### config.mk
export PLATFORM = sky130hd
export DESIGN_NAME = srl_latch_ctrl
export DESIGN_NICKNAME = d
export VERILOG_FILES = /design/src/logic/srl_pkg.sv /design/src/logic/srl_latch_ctrl.sv
export SDC_FILE = /design/constraint.sdc
export NUM_CORES = 1
export LEC_CHECK = 0
export BUFFER_PORTS_ARGS = -buffer_cell sky130_fd_sc_hd__buf_2
export CAP_MARGIN = 20
export CORE_UTILIZATION = 50
export DETAILED_ROUTE_END_ITERATION = 8
export PLACE_DENSITY = 0.73
export SYNTH_ARGS = -nofsm -noshare
export SYNTH_HDL_FRONTEND = slang
export SYNTH_SLANG_ARGS = --single-unit
### constraint.sdc
create_clock -name i_clk -period 2.4 [get_ports i_clk]
set_input_delay 0.12 -clock i_clk [delete_from_list [all_inputs] [get_ports i_clk]]
set_output_delay 0.12 -clock i_clk [all_outputs]
set_load 0.05 [all_outputs]
### src/logic/srl_pkg.sv
package srl_pkg;

  // Register indices on the plain register port
  localparam logic [0:0] ADDR_CTRL = 1'h0;
  localparam logic [0:0] ADDR_SRC  = 1'h1;

  localparam logic [7:0] CTRL_RESET = 8'h00;
  localparam logic [7:0] SRC_RESET  = 8'h00;
  localparam logic [7:0] READ_IDLE  = 8'h00;

  // Control register field positions
  localparam int BIT_LATCH_EN   = 7;
  localparam int DIV_SEL_HI     = 6;
  localparam int DIV_SEL_LO     = 4;
  localparam int BIT_TRUE_OE    = 3;
  localparam int BIT_INV_OE     = 2;
  localparam int BIT_SOFT_SET   = 1;
  localparam int BIT_SOFT_RESET = 0;

  // Mask of bits that read back from the control register
  localparam logic [7:0] CTRL_READ_MASK = 8'hFC;

  // Divider: N = 4 << code, so the counter spans 9 bits for N = 512
  localparam int          DIV_W    = 9;
  localparam logic [DIV_W-1:0] DIV_BASE = 9'h004;
  localparam logic [DIV_W-1:0] DIV_ONE  = 9'h001;
  localparam logic [DIV_W-1:0] DIV_ZERO = 9'h000;

  typedef struct packed {
    logic       latch_enable_bit;
    logic [2:0] pulse_divider_select;
    logic       true_output_enable;
    logic       inverted_output_enable;
    logic       soft_set_pulse;
    logic       soft_reset_pulse;
  } srl_ctrl_s;

  typedef struct packed {
    logic pin_set_enable;
    logic divclk_set_enable;
    logic cmp2_set_enable;
    logic cmp1_set_enable;
    logic pin_reset_enable;
    logic divclk_reset_enable;
    logic cmp2_reset_enable;
    logic cmp1_reset_enable;
  } srl_src_s;

  // Per-side source levels: pin, divided clock, comparator 2, comparator 1
  typedef struct packed {
    logic pin;
    logic divclk;
    logic cmp2;
    logic cmp1;
  } srl_srcs_s;

endpackage

### src/logic/srl_latch_ctrl.sv
`timescale 1ns/1ps
// Contract
// - Top control bit one enables the latch; zero disables it.
// - Divider emits one-cycle pulse every 4<<code cycles, 4 to 512.
// - True output pin driven when latch enabled and true enable set.
// - Inverted output pin driven when latch enabled and inverted enable set.
// - Writing one to soft set bit pulses set input one cycle.
// - Writing one to soft reset bit pulses reset input one cycle.
// - Soft set and reset bits always read back zero.
// - All register bits reset to zero on any reset.
// - Set and reset high together leave the latch reset.
// - Enabled comparator output high sets or resets the latch, per its set and reset enables; disabled has no effect.
// - Enabled external pin high sets or resets the latch, per its set and reset enables.
// - Enabled divided-clock pulse drives reset or set input.
module srl_latch_ctrl (
  input  wire logic       i_clk,
  input  wire logic       i_reset_n,
  input  wire logic [0:0] i_addr,
  input  wire logic [7:0] i_wdata,
  input  wire logic       i_wr,
  input  wire logic       i_rd,
  output logic      [7:0] o_rdata,
  input  wire logic       i_cmp1_out,
  input  wire logic       i_cmp2_out,
  input  wire logic       i_external_latch_input_pin,
  output logic            o_true_output_pin,
  output logic            o_true_output_pin_oe,
  output logic            o_inverted_output_pin,
  output logic            o_inverted_output_pin_oe,
  output logic            o_divclk_pulse
);

  srl_pkg::srl_ctrl_s         ctrl_q;
  srl_pkg::srl_ctrl_s         ctrl_d;
  srl_pkg::srl_src_s          src_q;
  srl_pkg::srl_src_s          src_d;

  logic [srl_pkg::DIV_W-1:0]  div_cnt_q;
  logic [srl_pkg::DIV_W-1:0]  div_cnt_d;
  logic                       divclk_q;
  logic                       divclk_d;

  logic                       latch_q;
  logic                       latch_d;
  logic [7:0]                 rdata_q;
  logic [7:0]                 rdata_d;

  wire logic                      addr_ctrl;
  wire logic                      addr_src;
  wire logic                      wr_ctrl;
  wire logic                      wr_src;
  wire logic                      enabled;
  wire logic [2:0]                div_code;
  wire logic                      true_oe;
  wire logic                      inv_oe;
  wire logic                      soft_set;
  wire logic                      soft_rst;

  wire logic [srl_pkg::DIV_W-1:0] div_term;
  wire logic                      div_wrap;
  wire logic [srl_pkg::DIV_W-1:0] div_inc;

  wire srl_pkg::srl_srcs_s        lvl;
  wire srl_pkg::srl_srcs_s        set_en;
  wire srl_pkg::srl_srcs_s        rst_en;
  wire logic                      set_src;
  wire logic                      rst_src;
  wire logic                      set_in;
  wire logic                      rst_in;

  wire logic [7:0]                ctrl_rd;
  wire logic [7:0]                src_rd;
  wire logic [7:0]                rd_mux;

  wire logic                      pin_true;
  wire logic                      pin_inv;
  wire logic                      oe_true;
  wire logic                      oe_inv;

  // True when any source has both its enable bit and its level high
  function automatic logic any_enabled(input srl_pkg::srl_srcs_s lvl,
                                       input srl_pkg::srl_srcs_s en);
    any_enabled = |(lvl & en);
  endfunction

  // Last count of a period, N - 1 with N = 4 << code; one bit wider as N = 512 overflows
  function automatic logic [srl_pkg::DIV_W-1:0] div_last(input logic [2:0] code);
    logic [srl_pkg::DIV_W:0] period;
    period   = {1'b0, srl_pkg::DIV_BASE} << code;
    period   = period - {1'b0, srl_pkg::DIV_ONE};
    div_last = period[srl_pkg::DIV_W-1:0];
  endfunction

  // Register decode
  assign addr_ctrl = (i_addr == srl_pkg::ADDR_CTRL);
  assign addr_src  = (i_addr == srl_pkg::ADDR_SRC);
  assign wr_ctrl   = i_wr && addr_ctrl;
  assign wr_src    = i_wr && addr_src;

  assign enabled   = ctrl_q.latch_enable_bit;
  assign div_code  = ctrl_q.pulse_divider_select;
  assign true_oe   = ctrl_q.true_output_enable;
  assign inv_oe    = ctrl_q.inverted_output_enable;
  assign soft_set  = ctrl_q.soft_set_pulse;
  assign soft_rst  = ctrl_q.soft_reset_pulse;

  // Pulse bits self-clear the cycle after they are written; a write in that cycle wins
  always_comb begin
    ctrl_d = ctrl_q;
    ctrl_d.soft_set_pulse   = 1'b0;
    ctrl_d.soft_reset_pulse = 1'b0;
    if (wr_ctrl) begin
      ctrl_d = srl_pkg::srl_ctrl_s'(i_wdata);
    end
  end

  assign src_d = wr_src ? srl_pkg::srl_src_s'(i_wdata) : src_q;

  // Free-running divider; a code lowered mid-count wraps at once
  assign div_term  = div_last(div_code);
  assign div_wrap  = (div_cnt_q >= div_term);
  assign div_inc   = div_cnt_q + srl_pkg::DIV_ONE;

  assign div_cnt_d = div_wrap ? srl_pkg::DIV_ZERO : div_inc;
  assign divclk_d  = div_wrap;

  // Levels and per-side enables in pin, divided clock, comparator 2, comparator 1 order
  assign lvl    = '{pin: i_external_latch_input_pin,
                    divclk: divclk_q,
                    cmp2: i_cmp2_out,
                    cmp1: i_cmp1_out};
  assign set_en = '{pin: src_q.pin_set_enable,
                    divclk: src_q.divclk_set_enable,
                    cmp2: src_q.cmp2_set_enable,
                    cmp1: src_q.cmp1_set_enable};
  assign rst_en = '{pin: src_q.pin_reset_enable,
                    divclk: src_q.divclk_reset_enable,
                    cmp2: src_q.cmp2_reset_enable,
                    cmp1: src_q.cmp1_reset_enable};

  assign set_src = any_enabled(lvl, set_en);
  assign rst_src = any_enabled(lvl, rst_en);
  assign set_in  = soft_set | set_src;
  assign rst_in  = soft_rst | rst_src;

  // Reset wins when both inputs are high
  assign latch_d = rst_in ? 1'b0 : (set_in ? 1'b1 : latch_q);

  assign ctrl_rd = 8'(ctrl_q) & srl_pkg::CTRL_READ_MASK;
  assign src_rd  = 8'(src_q);
  assign rd_mux  = addr_ctrl ? ctrl_rd : src_rd;

  assign rdata_d = i_rd ? rd_mux : srl_pkg::READ_IDLE;

  // Pins show the latch only while it is enabled
  assign pin_true = enabled & latch_q;
  assign pin_inv  = enabled & ~latch_q;
  assign oe_true  = enabled & true_oe;
  assign oe_inv   = enabled & inv_oe;

  always_ff @(posedge i_clk or negedge i_reset_n) begin
    if (!i_reset_n) begin
      ctrl_q <= srl_pkg::srl_ctrl_s'(srl_pkg::CTRL_RESET);
    end else begin
      ctrl_q <= ctrl_d;
    end
  end

  always_ff @(posedge i_clk or negedge i_reset_n) begin
    if (!i_reset_n) begin
      src_q <= srl_pkg::srl_src_s'(srl_pkg::SRC_RESET);
    end else begin
      src_q <= src_d;
    end
  end

  // Divider runs from reset whatever the enable bit
  always_ff @(posedge i_clk or negedge i_reset_n) begin
    if (!i_reset_n) begin
      div_cnt_q <= srl_pkg::DIV_ZERO;
    end else begin
      div_cnt_q <= div_cnt_d;
    end
  end

  always_ff @(posedge i_clk or negedge i_reset_n) begin
    if (!i_reset_n) begin
      divclk_q <= 1'b0;
    end else begin
      divclk_q <= divclk_d;
    end
  end

  // The latch holds no defined value after reset; it is cleared here for a clean start
  always_ff @(posedge i_clk or negedge i_reset_n) begin
    if (!i_reset_n) begin
      latch_q <= 1'b0;
    end else begin
      latch_q <= latch_d;
    end
  end

  // Read data stand one cycle, then return to idle
  always_ff @(posedge i_clk or negedge i_reset_n) begin
    if (!i_reset_n) begin
      rdata_q <= srl_pkg::READ_IDLE;
    end else begin
      rdata_q <= rdata_d;
    end
  end

  assign o_rdata                  = rdata_q;
  assign o_divclk_pulse           = divclk_q;
  assign o_true_output_pin        = pin_true;
  assign o_true_output_pin_oe     = oe_true;
  assign o_inverted_output_pin    = pin_inv;
  assign o_inverted_output_pin_oe = oe_inv;

endmodule // srl_latch_ctrl

---- After elaboration in Yosys (flattened, before gate mapping) ----
Cells that the tools add are included.
storage, ports and cells
  register bits after elaboration ......... 35
  bits in latches ......................... 0
  RAM bits ................................ 0
  bits in read-only memories .............. 0
  input port bits ......................... 16
  output and inout bits ................... 13
  logic and storage cells ................. 43
  memories kept ........................... 0
cells by class
  $add $sub $neg .......................... 2
  $mul .................................... 0
  divide/modulo/power cells ............... 0
  $lt $le $gt $ge ......................... 1
  eq/ne operators ......................... 0
  shift operators ......................... 1
  muxes and demuxes ....................... 6
  bitwise operators ....................... 10
  reduce and logical (&&, ||, !) cells .... 5
operators by type and width
  cell                                                                count
  8-bit two-way mux                                                   2
  9-bit by 1-bit adder with 9-bit output, second input constant       1
  9-bit greater-or-equal comparator                                   1
  9-bit two-way mux                                                   1
  3-bit by 3-bit << shifter with 9-bit output, first input constant   1
  9-bit by 1-bit subtractor with 9-bit output, second input constant  1
  4-bit AND                                                           2
  4-bit OR reduction                                                  2
  1-bit AND                                                           4
  1-bit logical AND                                                   2
  1-bit two-way mux                                                   2
  2-bit two-way mux                                                   1
  1-bit NOT                                                           2
  1-bit bitwise OR                                                    2
  2-bit nonzero test                                                  1

---- Depth between registers and ports, before layout ----
Gate-level depths: netlist (run 1).
  word-level depth ........................ 5
  depth in mapped cells ................... 7
  gate-level depth less buffers ........... 6

---- Least setup slack after synthesis (run 1) ----
No wires, ideal clock.
  path type ............................... reg-to-reg
  start point ............................. register ctrl_q, in the netlist div_code[1]
  end point ............................... register div_cnt_q[5] (netlist name)
  setup time .............................. 0.141 ns
  arrival ................................. 1.596 ns
  required time ........................... 2.259 ns
  path slack .............................. 0.663 ns
  cell stages (with the launch flop) ...... 7
  path buffers ............................ 1
  clock period less this slack ............ 1.737 ns
  path through ............................ dfrtp_1 > clkbuf_1 > a21oi_1 > ha_1 > nand4b_4 > a311oi_4 > nor3b_1
on the way
  cells in the longest elaborated chain, start to end .. 4
ends and longest elaborated chain
  what                                         RTL line               text
  from (decl)                                  srl_latch_ctrl.sv:33   srl_pkg::srl_ctrl_s ctrl_q;
  from (signal assigned)                       srl_latch_ctrl.sv:163  ctrl_q <= srl_pkg::srl_ctrl_s'(srl_pkg::CTRL_RESET);
  from (signal assigned)                       srl_latch_ctrl.sv:165  ctrl_q <= ctrl_d;
  3-bit by 3-bit << shifter with 9-bit output  srl_latch_ctrl.sv:89   period = {1'b0, srl_pkg::DIV_BASE} << code;
  9-bit by 1-bit subtractor with 9-bit output  srl_latch_ctrl.sv:90   period = period - {1'b0, srl_pkg::DIV_ONE};
  9-bit greater-or-equal comparator            srl_latch_ctrl.sv:121  assign div_wrap = (div_cnt_q >= div_term);
  9-bit two-way mux                            srl_latch_ctrl.sv:124  assign div_cnt_d = div_wrap ? srl_pkg::DIV_ZERO : div_inc;
  net div_cnt_d (one bit)                      srl_latch_ctrl.sv:39   logic [srl_pkg::DIV_W-1:0] div_cnt_d;
  to (signal assigned)                         srl_latch_ctrl.sv:180  div_cnt_q <= srl_pkg::DIV_ZERO;
  to (signal assigned)                         srl_latch_ctrl.sv:182  div_cnt_q <= div_cnt_d;
  to (decl)                                    srl_latch_ctrl.sv:38   logic [srl_pkg::DIV_W-1:0] div_cnt_q;
The timed path passes the listed nets, and every way through them passes these cells.
A chain may end at the register's enable or synchronous reset.

---- Worst setup path after layout (run 1) ----
  start point ............................. register ctrl_q, in the netlist div_code[1]
  end point ............................... register divclk_q (netlist: o_divclk_pulse)
on the way
  cells in the longest elaborated chain, start to end .. 3
ends and longest elaborated chain
  what                                         RTL line               text
  3-bit by 3-bit << shifter with 9-bit output  srl_latch_ctrl.sv:89
  9-bit by 1-bit subtractor with 9-bit output  srl_latch_ctrl.sv:90
  9-bit greater-or-equal comparator            srl_latch_ctrl.sv:121
  net div_wrap                                 srl_latch_ctrl.sv:60   wire logic div_wrap;
  to (signal assigned)                         srl_latch_ctrl.sv:190  divclk_q <= divclk_d;
  to (decl)                                    srl_latch_ctrl.sv:40   logic divclk_q;
The timed path passes the listed nets, and every way through them passes these cells.

==> run metrics, run 1 <==
fmax 551 MHz; later-pin clock latency in the skew report 340 ps; Worst Setup End Kind register; count of unique library cells instantiated by Yosys 26; DRT Pass-1 Iters 4; io pins 29; Worst Path Required 2670 ps; die span in x 59.5 um; Mapped Area 1650 um2; fin crit share 75.6%; nets 198; setup TNS 0 ps; crit-path max FO 10; fin cells 219; worst slew pin tran 738 ps; Final setup viols 0; largest net degree at the start of global routing 36; H-tree levels 2; via count 1111; synthesized net count 163; fin util 62.9%; GRT Total Usage 19.3%; drc violations 0; status finished, final reports clean; CTS tree done; first-pass GRT wire length 4930 um; Cell Pwr Density 904 nW/um2; Hold Crit Depth 2; RSZ-0062 raised after global routing false; NetSw 632 uW; R2R Path Start div_code[1]; post-synth top area cell dfrtp_1; Avg Inst Size Synth 11.9 um2; R2R setup slack 580 ps; Crit Reg-Reg Endpoint o_divclk_pulse; synth cell count leaders dfrtp_1, mux2_2, nand2_1; Post-CTS Setup Inserts 0; layout cells sized above 1 29.1%; # rows 20; min-delay src i_wdata[3]; Die Span Y 59.5 um; CTS Buffer Depth 2; Starting Density 53.3%; most frequent cell after synthesis dfrtp_1; min-delay worst type input port to register; Routed Antenna Nets 0; top cells by area, synth dfrtp_1, mux2_2, ha_1; total gr overflow 0; Critical Path Start Type register; crit-path cells a21oi_1 > ha_1 > nand4b_4 > a311oi_4 > nand2b_1; EDFF count, synth 0; peak supply drop 0.568 mV; DR WL/cell 13.3 um; internal power 1130 uW; CP peak stage delay 510 ps; clk sinks 35; crit path time final 1820 ps; P&R area growth vs syn 18.1%; Via density 5.07; LEAKAGE 0.000940 uW; share of the synthesized area in the top cell type 53.0%; Crit Path Class register to register; Critical Path AT 2080 ps; Sequential Power Share 45.6%; Hold EP rst_en[3]; Final GP Congestion 0.716; ys async rst share 100%; R2R depth 5; Core ar. 3100 um2; Die Area 3540 um2; I/O Buffers 28; final HPWL from detailed placement 2230 um; Synth warnings 0; placed inst area 1830 um2; switch share 35.8%; Max Slew Vio Count 0; Starting DRT DRC Count 31; Yosys reg bits 35; Post-Route WL 2910 um; Max-slew headroom 50.7%; CTS Buf Count 5; Clock power frac 23.9%; clk root buf clkbuf_4; number of global-route vias before repair 1108; Max Cap Viol 0; # diodes 0; Comb pwr share 30.6%; post-route cell area 1950 um2; Synth Instances 139; initial antenna violation count 0; final hold violation count 0; # placed instances 207; final hold slack 18.9 ps; ys flop type dfrtp_1; Max Clock Skew 16.0 ps; slowest CP cell a311oi_4; CTS clk-pin slew, worst paths 120 ps; sequential area share after synthesis 53.0%
[layer usage]
| metal | vias up | part of all wire [%] | routed length, um | GRT usage [%] |
|---|---|---|---|---|
| met2 | 20 | 48 | 1410 | 31.1 |
| met1 | 532 | 46 | 1350 | 24.9 |
| met5 | - | 0 | 0 | 0 |
| met4 | 0 | 1.3 | 38 | 6.98 |
| met3 | 5 | 4.0 | 115 | 5.24 |
| li1 | 554 | - | - | - |
[per-stage QoR]
stage / setup WS (ps) / power, uW
finish: 585 / 1770
global route: 438 / 1890
CTS: 591 / 1790
detailed placement: 605 / 1350
global placement: 661 / 1330
floorplan: 663 / 1220
[worst max-delay path: cells and delay by family, from the launching register on]
| family | cells | cell delay [ps] |
|---|---|---|
| compound gates | 2 | 620 |
| fa+ha+maj | 1 | 360 |
| flops | 1 | 470 |
| simple gates | 2 | 300 |
[how the worst max path moves through the flow]
stage                      from  slack (ps)             end
floorplan           div_code[1]         660    div_cnt_q[5]
global placement    div_code[1]         660    div_cnt_q[6]
detailed placement  div_code[1]         600    div_cnt_q[5]
CTS                 div_code[1]         590  o_divclk_pulse
global route        div_code[1]         440    div_cnt_q[7]
finish              div_code[1]         580  o_divclk_pulse
[final cells by class]
| type | instances | area (um2) |
|---|---|---|
| Tap cell | 44 | 55.1 |
| Fill cell | 285 | 1150 |
| Clock buffer | 5 | 37.5 |
| Sequential cell | 35 | 876 |
| Timing Repair Buffer | 32 | 180 |
| Clock inverter | 3 | 43.8 |
| Inverter | 3 | 11.3 |
| Multi-Input combinational cell | 97 | 748 |
[kinds of logic (layout without fill, tap and decap cells)]
logic type / after synthesis / after routing / synth area share (%)
and+or+nand+nor: 49 / 49 / 16.6
DFF: 35 / 35 / 53.0
muxes: 19 / 19 / 12.5
AOI/OAI and AO/OA: 14 / 14 / 6.44
adders and majority gates: 8 / 8 / 6.06
xor gates and xnor gates: 7 / 7 / 3.71
buffers and inverters: 7 / 43 / 1.74
[flip-flops by register name, summed over array words and instances, names as in the netlist]
signal and count:
div_cnt_q 9, div_code 3, enabled 1, inv_oe 1, latch_q 1, o_divclk_pulse 1
o_rdata 8, rst_en 4, set_en 4, soft_rst 1, soft_set 1, true_oe 1
[layout by cell type, fill, tap and decap left out, types with 6 or more instances in the layout]
cell type,count
xnor2_1,6
mux2_2,13
a21oi_1,7
mux2i_1,6
nor2b_1,8
buf_2,28
nor2_1,8
dfrtp_1,35
nand2_1,11
ha_1,8
[what timing repair did]
item / CTS / global route
hold buffers: 4 / 0
endpoints found under the hold margin: 38 / 0
resized for setup: 0 / 0
[power groups by stage]
stage          registers (uW)  logic, uW  clock network, uW
2_1_floorplan             856        367                  0
6_report                  804        540                421
4_1_cts                   804        546                436
3_3_place_gp              811        523                  0
5_1_grt                   827        602                459
3_5_place_dp              816        538                  0
No activity file was read; power rests on OpenSTA's default activity.
==> run 2, diff against run 1 <==
--- a/config.mk
+++ b/config.mk
@@ -5,11 +5,12 @@
 export SDC_FILE = /design/constraint.sdc
 export NUM_CORES = 1
 export LEC_CHECK = 0
+export ABC_AREA = 1
 export BUFFER_PORTS_ARGS = -buffer_cell sky130_fd_sc_hd__buf_2
 export CAP_MARGIN = 20
 export CORE_UTILIZATION = 50
 export DETAILED_ROUTE_END_ITERATION = 8
-export PLACE_DENSITY = 0.73
+export PLACE_DENSITY = 0.72
 export SYNTH_ARGS = -nofsm -noshare
 export SYNTH_HDL_FRONTEND = slang
 export SYNTH_SLANG_ARGS = --single-unit
==> constraint.sdc (replaced) <==
create_clock -name i_clk -period 1.7 [get_ports i_clk]
set_input_delay 0.085 -clock i_clk [delete_from_list [all_inputs] [get_ports i_clk]]
set_output_delay 0.085 -clock i_clk [all_outputs]
set_load 0.05 [all_outputs]
==> run 2 against run 1 <==
Compared with the run above: clock-buffer cell count rose by 1; die area is 6.9% higher; worst hold slack lost 9.2 ps; critical endpoint is now div_cnt_q[2]; clock skew fell by 7.8 ps; non-clock buffer count rose by 2; synthesized cell count up 53%; sequential share of layout area shrank 2.1 points; cell area grew 5.3%; largest cell class unchanged; clock power is 6.7% higher.
==> run metrics, run 2 <==
share of the synthesized area in the top cell type 49.5%; die span in x 61.5 um; Max-slew headroom 50.5%; Synth Instances 213; final worst slack 154 ps; Max Cap Viol 0; drc violations 0; fill cell count 335; I/O Buffers 28; Max Slew Vio Count 0; top cells by area, synth dfrtp_1, nand2_1, inv_1; clk root buf clkbuf_4; Core ar. 3360 um2; H-tree levels 2; most frequent cell after synthesis nand2_1; later-pin clock latency in the skew report 330 ps; max FFs per register 9; Yosys reg bits 35; Critical Path AT 1810 ps; final HPWL from detailed placement 2300 um; ys async rst share 100%; Max Clock Skew 8.28 ps; min-delay worst type input port to register; Final GP Congestion 0.783; Worst Path Required 1960 ps; Synth warnings 0; Routed Antenna Nets 0; Crit Path Class register to register; CTS tree done; total gr overflow 0; clk sinks 35; Top reg by flops div_cnt_q; fmax 647 MHz; sequential area share after synthesis 49.5%; dpl ws 99.9 ps; Mapped Area 1770 um2; Starting DRT DRC Count 53; commonest non-fill, non-tap cell in the layout nand2_1; setup TNS 0 ps; via count 1370; count of unique library cells instantiated by Yosys 23; layout cells sized above 1 23.6%; status finished, final reports clean; synthesized net count 237; peak supply drop 0.795 mV; # rows 21; LEAKAGE 0.00115 uW; crit-path max FO 10; Die Span Y 61.5 um; Cell Pwr Density 1140 nW/um2; RSZ-0062 raised after global routing false; CTS Buf Count 5; Via density 4.63; Worst Setup End Kind register; CTS Buffer Depth 2; Final setup viols 0; initial antenna violation count 0; final hold violation count 0; Die Area 3780 um2; io pins 29; commonest cells after routing, fill and taps aside nand2_1, inv_1, dfrtp_1; P&R area growth vs syn 16.0%; post-synth top area cell dfrtp_1; # diodes 0; CTS clk-pin slew, worst paths 100 ps; crit path time final 1550 ps; DR WL/cell 10.5 um; nets 274; largest net degree at the start of global routing 36; first-pass GRT wire length 5300 um; EDFF count, synth 0; Post-Route WL 3110 um; Critical Path Start Type register; Avg Inst Size Synth 8.31 um2; number of global-route vias before repair 1198; DRT Pass-1 Iters 4; synth cell count leaders nand2_1, dfrtp_1, inv_1; GRT Total Usage 19.7%; ys flop type dfrtp_1; fin crit share 91.0%; worst slew pin tran 742 ps; Starting Density 52.6%
[run 2: cell types whose count changed after synthesis, moves of 6 or more]
cell | before | now
nand2_1 | 11 | 56
inv_1 | 3 | 32
nor2_1 | 8 | 31
mux2_2 | 13 | 0
o21ai_2 | 0 | 10
nor2b_1 | 8 | 0
o21ai_0 | 2 | 10
mux2i_1 | 6 | 0
[run 2: through the flow]
| step | hold WS (ps) | power, uW | cells | area [um2] | utilization [%] |
|---|---|---|---|---|---|
| 6_report | 9.67 | 2340 | 296 | 2050 | 61.1 |
| 5_1_grt | 10.7 | 2530 | 296 | 2050 | 61.1 |
| 4_1_cts | 3.28 | 2330 | 295 | 2030 | 60.4 |
| 3_5_place_dp | 183 | 1870 | 284 | 1940 | 57.6 |
| 3_3_place_gp | 185 | 1860 | 284 | 1940 | 57.6 |
| 2_1_floorplan | -211 | 1670 | 213 | 1770 | - |
[run 2: cells by family after synthesis]
group | share of synthesized area, %
xor gates and xnor gates | 1.48
and+or+nand+nor | 24.4
buffers and inverters | 9.40
AOI/OAI and AO/OA | 9.61
adders and majority gates | 5.65
DFF | 49.5
[run 2: layout make-up]
type / count / area [um2] / share of cell area (%)
clock buffer: 6 / 51.3 / 2.50
timing repair buffer: 34 / 195 / 9.50
clock inverter: 1 / 5.00 / 0.244
inverter: 33 / 126 / 6.15
sequential: 35 / 880 / 42.8
multi-input combinational: 141 / 739 / 36.0
tap: 46 / 57.6 / 2.80
[run 2: path summary, 6_finish.rpt]
| path | startpoint | endpoint | slack (ps) | cells past startpoint |
|---|---|---|---|---|
| hold reg to reg | soft_rst | latch_q | 410 | 1 |
| setup reg to reg | div_code[0] | div_cnt_q[2] | 150 | 9 |
| setup / recovery | div_code[0] | div_cnt_q[2] | 150 | 9 |
| max in group asynchronous | i_reset_n | div_code[1] | 830 | 2 |
| hold / removal | i_wdata[2] | rst_en[2] | 10 | 3 |
| min in group asynchronous | i_reset_n | div_cnt_q[3] | 350 | 2 |
[run 2: worst max-delay path, cell delays in order (launching register included)]
cell and delay [ps]:
dfrtp_2 460, nor3_1 200, ha_1 260, nand2_1 70, inv_1 30, nand2_1 50, nor2_1 40, nor2_2 140
nand2_4 110, nor2_1 110
[run 2: where the power goes]
part,switching [uW],internal [uW]
registers,140,976
clock network,258,191
logic,490,280
total,888,1450
[run 2: repair_timing]
action / 4_1_cts / 5_1_grt
endpoints found under the setup margin: 0 / 10
gates resized for setup: 0 / 7
buffers inserted: 0 / 1
hold endpoints to repair: 39 / 0
hold buffers: 4 / 0
[run 2: layer usage]
| metal | GRT usage (%) | part of all wire [%] | wire length [um] | vias to the layer above |
|---|---|---|---|---|
| li1 | - | - | - | 733 |
| met5 | 0 | 0 | 0 | - |
| met3 | 5.04 | 3.2 | 99 | 3 |
| met4 | 7.62 | 0.87 | 27 | 0 |
| met2 | 27.0 | 43 | 1340 | 23 |
| met1 | 29.6 | 53 | 1640 | 611 |
==> run 3, diff against run 2 <==
--- a/config.mk
+++ b/config.mk
@@ -10,6 +10,7 @@
 export CAP_MARGIN = 20
 export CORE_UTILIZATION = 50
 export DETAILED_ROUTE_END_ITERATION = 8
+export GPL_TIMING_DRIVEN = 0
 export PLACE_DENSITY = 0.72
 export SYNTH_ARGS = -nofsm -noshare
 export SYNTH_HDL_FRONTEND = slang
==> run 3 against run 2 <==
Compared with the run above: utilization grew 2.8 points; combinational power up 4.3%; critical path depth unchanged; via count is 1.8% higher; sequential share of layout area fell by 1.9 points; register-to-register slack lost 30 ps; first-iteration DRC count shrank 53%; clock power shrank 2%; largest cell class unchanged; largest power group unchanged; cell area rose by 4.6%; global-route usage increased by 0.79 points; worst hold slack improved by 4.9 ps.
==> run metrics, run 3 (same netlist as run 2, synthesis figures left out) <==
Top reg by flops div_cnt_q; Die Area 3780 um2; # diodes 0; final worst slack 123 ps; crit path time final 1580 ps; dpl ws -44.4 ps; fill cell count 320; CTS Buf Count 5; clk root buf clkbuf_4; Critical Path Start Type register; CP Launch Point div_code[1]; CTS tree done; Hold EP set_en[0]; DRT Pass-1 Iters 4; R2R Path Start div_code[1]; commonest non-fill, non-tap cell in the layout nand2_1; CTS clk-pin slew, worst paths 110 ps; # rows 21; final HPWL from detailed placement 2270 um; Worst Path Required 1970 ps; nets 278; # placed instances 287; min-delay worst type input port to register; CTS Buffer Depth 2; later-pin clock latency in the skew report 340 ps; Final setup viols 0; largest net degree at the start of global routing 36; min-delay src i_wdata[4]; number of global-route vias before repair 1272; Final GP Congestion 0.825; slowest CP cell dfrtp_2; clk sinks 35; R2R depth 9; max FFs per register 9; final hold violation count 0; most frequent CP cell nand2_1; fmax 634 MHz; total gr overflow 0; Cell Pwr Density 1100 nW/um2; worst slew pin tran 770 ps; fin crit share 92.8%; H-tree levels 2; R2R setup slack 120 ps; crit-path cells a21oi_2 > ha_1 > nand2_1 > inv_1 > nand2_1 > nor2_2 > nor2_4 > nand2_4 > nor2_1; first-pass GRT wire length 5580 um; Die Span Y 61.5 um; Max Clock Skew 13.3 ps; Crit Path Class register to register; GRT Total Usage 20.5%; Starting Density 52.6%; CP peak stage delay 490 ps; Worst Setup End Kind register; Core ar. 3360 um2; Starting DRT DRC Count 25; P&R area growth vs syn 21.3%; die span in x 61.5 um; crit-path max FO 8; layout cells sized above 1 27.1%; Max Slew Vio Count 0; I/O Buffers 28; commonest cells after routing, fill and taps aside nand2_1, inv_1, dfrtp_1; LEAKAGE 0.00118 uW; Max-slew headroom 48.6%; DR WL/cell 10.8 um; Crit Reg-Reg Endpoint div_cnt_q[1]; Routed Antenna Nets 0; drc violations 0; fin cells 301; status finished, final reports clean; Critical Path AT 1840 ps; via count 1395; Post-Route WL 3240 um; initial antenna violation count 0; CP delay by family, top simple AND/OR/NAND/NOR gates; Hold Crit Depth 3; fin util 63.9%; io pins 29; Via density 4.63; Max Cap Viol 0; peak supply drop 0.683 mV; Buf/Inv on CP 1
## run 3: area by class of cell
class / count / area, um2 / area share [%]
inverter: 33 / 126 / 5.88
clock buffer: 6 / 41.3 / 1.92
timing repair buffer: 35 / 208 / 9.67
tap: 46 / 57.6 / 2.68
multi-input combinational: 142 / 792 / 36.9
clock inverter: 2 / 12.5 / 0.582
buffer: 2 / 31.3 / 1.46
sequential: 35 / 880 / 40.9
## run 3: worst min-delay path, delay by kind of cell
kind | cells | cell delay [ps]
buffers and inverters | 2 | 180
AO/OA/AOI/OAI | 1 | 60
## run 3: report_power, final
group | internal, uW | switching [uW] | leakage, uW
combinational | 297 | 506 | 0.000708
sequential | 976 | 151 | 0.000445
clock | 160 | 279 | 0.0000282
## run 3: metal layers
layer	global-route usage [%]	part of all wire [%]	vias up
li1	-	-	741
met1	29.5	50	628
met2	29.5	46	21
met3	5.67	2.9	5
met4	7.62	1.5	0
met5	0	0	-
## run 3: what timing repair did
item | in CTS | in global routing
buffers inserted | 0 | 1
gates resized for setup | 2 | 16
hold buffers | 6 | 0
endpoints found under the setup margin | 10 | 10
pin swaps | 1 | 7
gates cloned | 1 | 0
endpoints found under the hold margin | 43 | 0
## run 3: worst max path at each step
stage | endpoint | cells past startpoint
2_1_floorplan | div_cnt_q[0] | 10
3_3_place_gp | div_cnt_q[6] | 10
3_5_place_dp | div_cnt_q[8] | 10
4_1_cts | div_cnt_q[3] | 10
5_1_grt | div_cnt_q[1] | 9
6_report | div_cnt_q[1] | 9
## run 3: stage by stage
| stage | area [um2] | hold slack, ps | power, uW | TNS [ps] |
|---|---|---|---|---|
| 2_1_floorplan | 1770 | -211 | 1670 | 0 |
| 3_3_place_gp | 1970 | 193 | 1840 | 0 |
| 3_5_place_dp | 1970 | 201 | 1860 | -368 |
| 4_1_cts | 2090 | 6.35 | 2330 | 0 |
| 5_1_grt | 2150 | 4.40 | 2570 | -2.23 |
| 6_report | 2150 | 14.6 | 2370 | 0 |
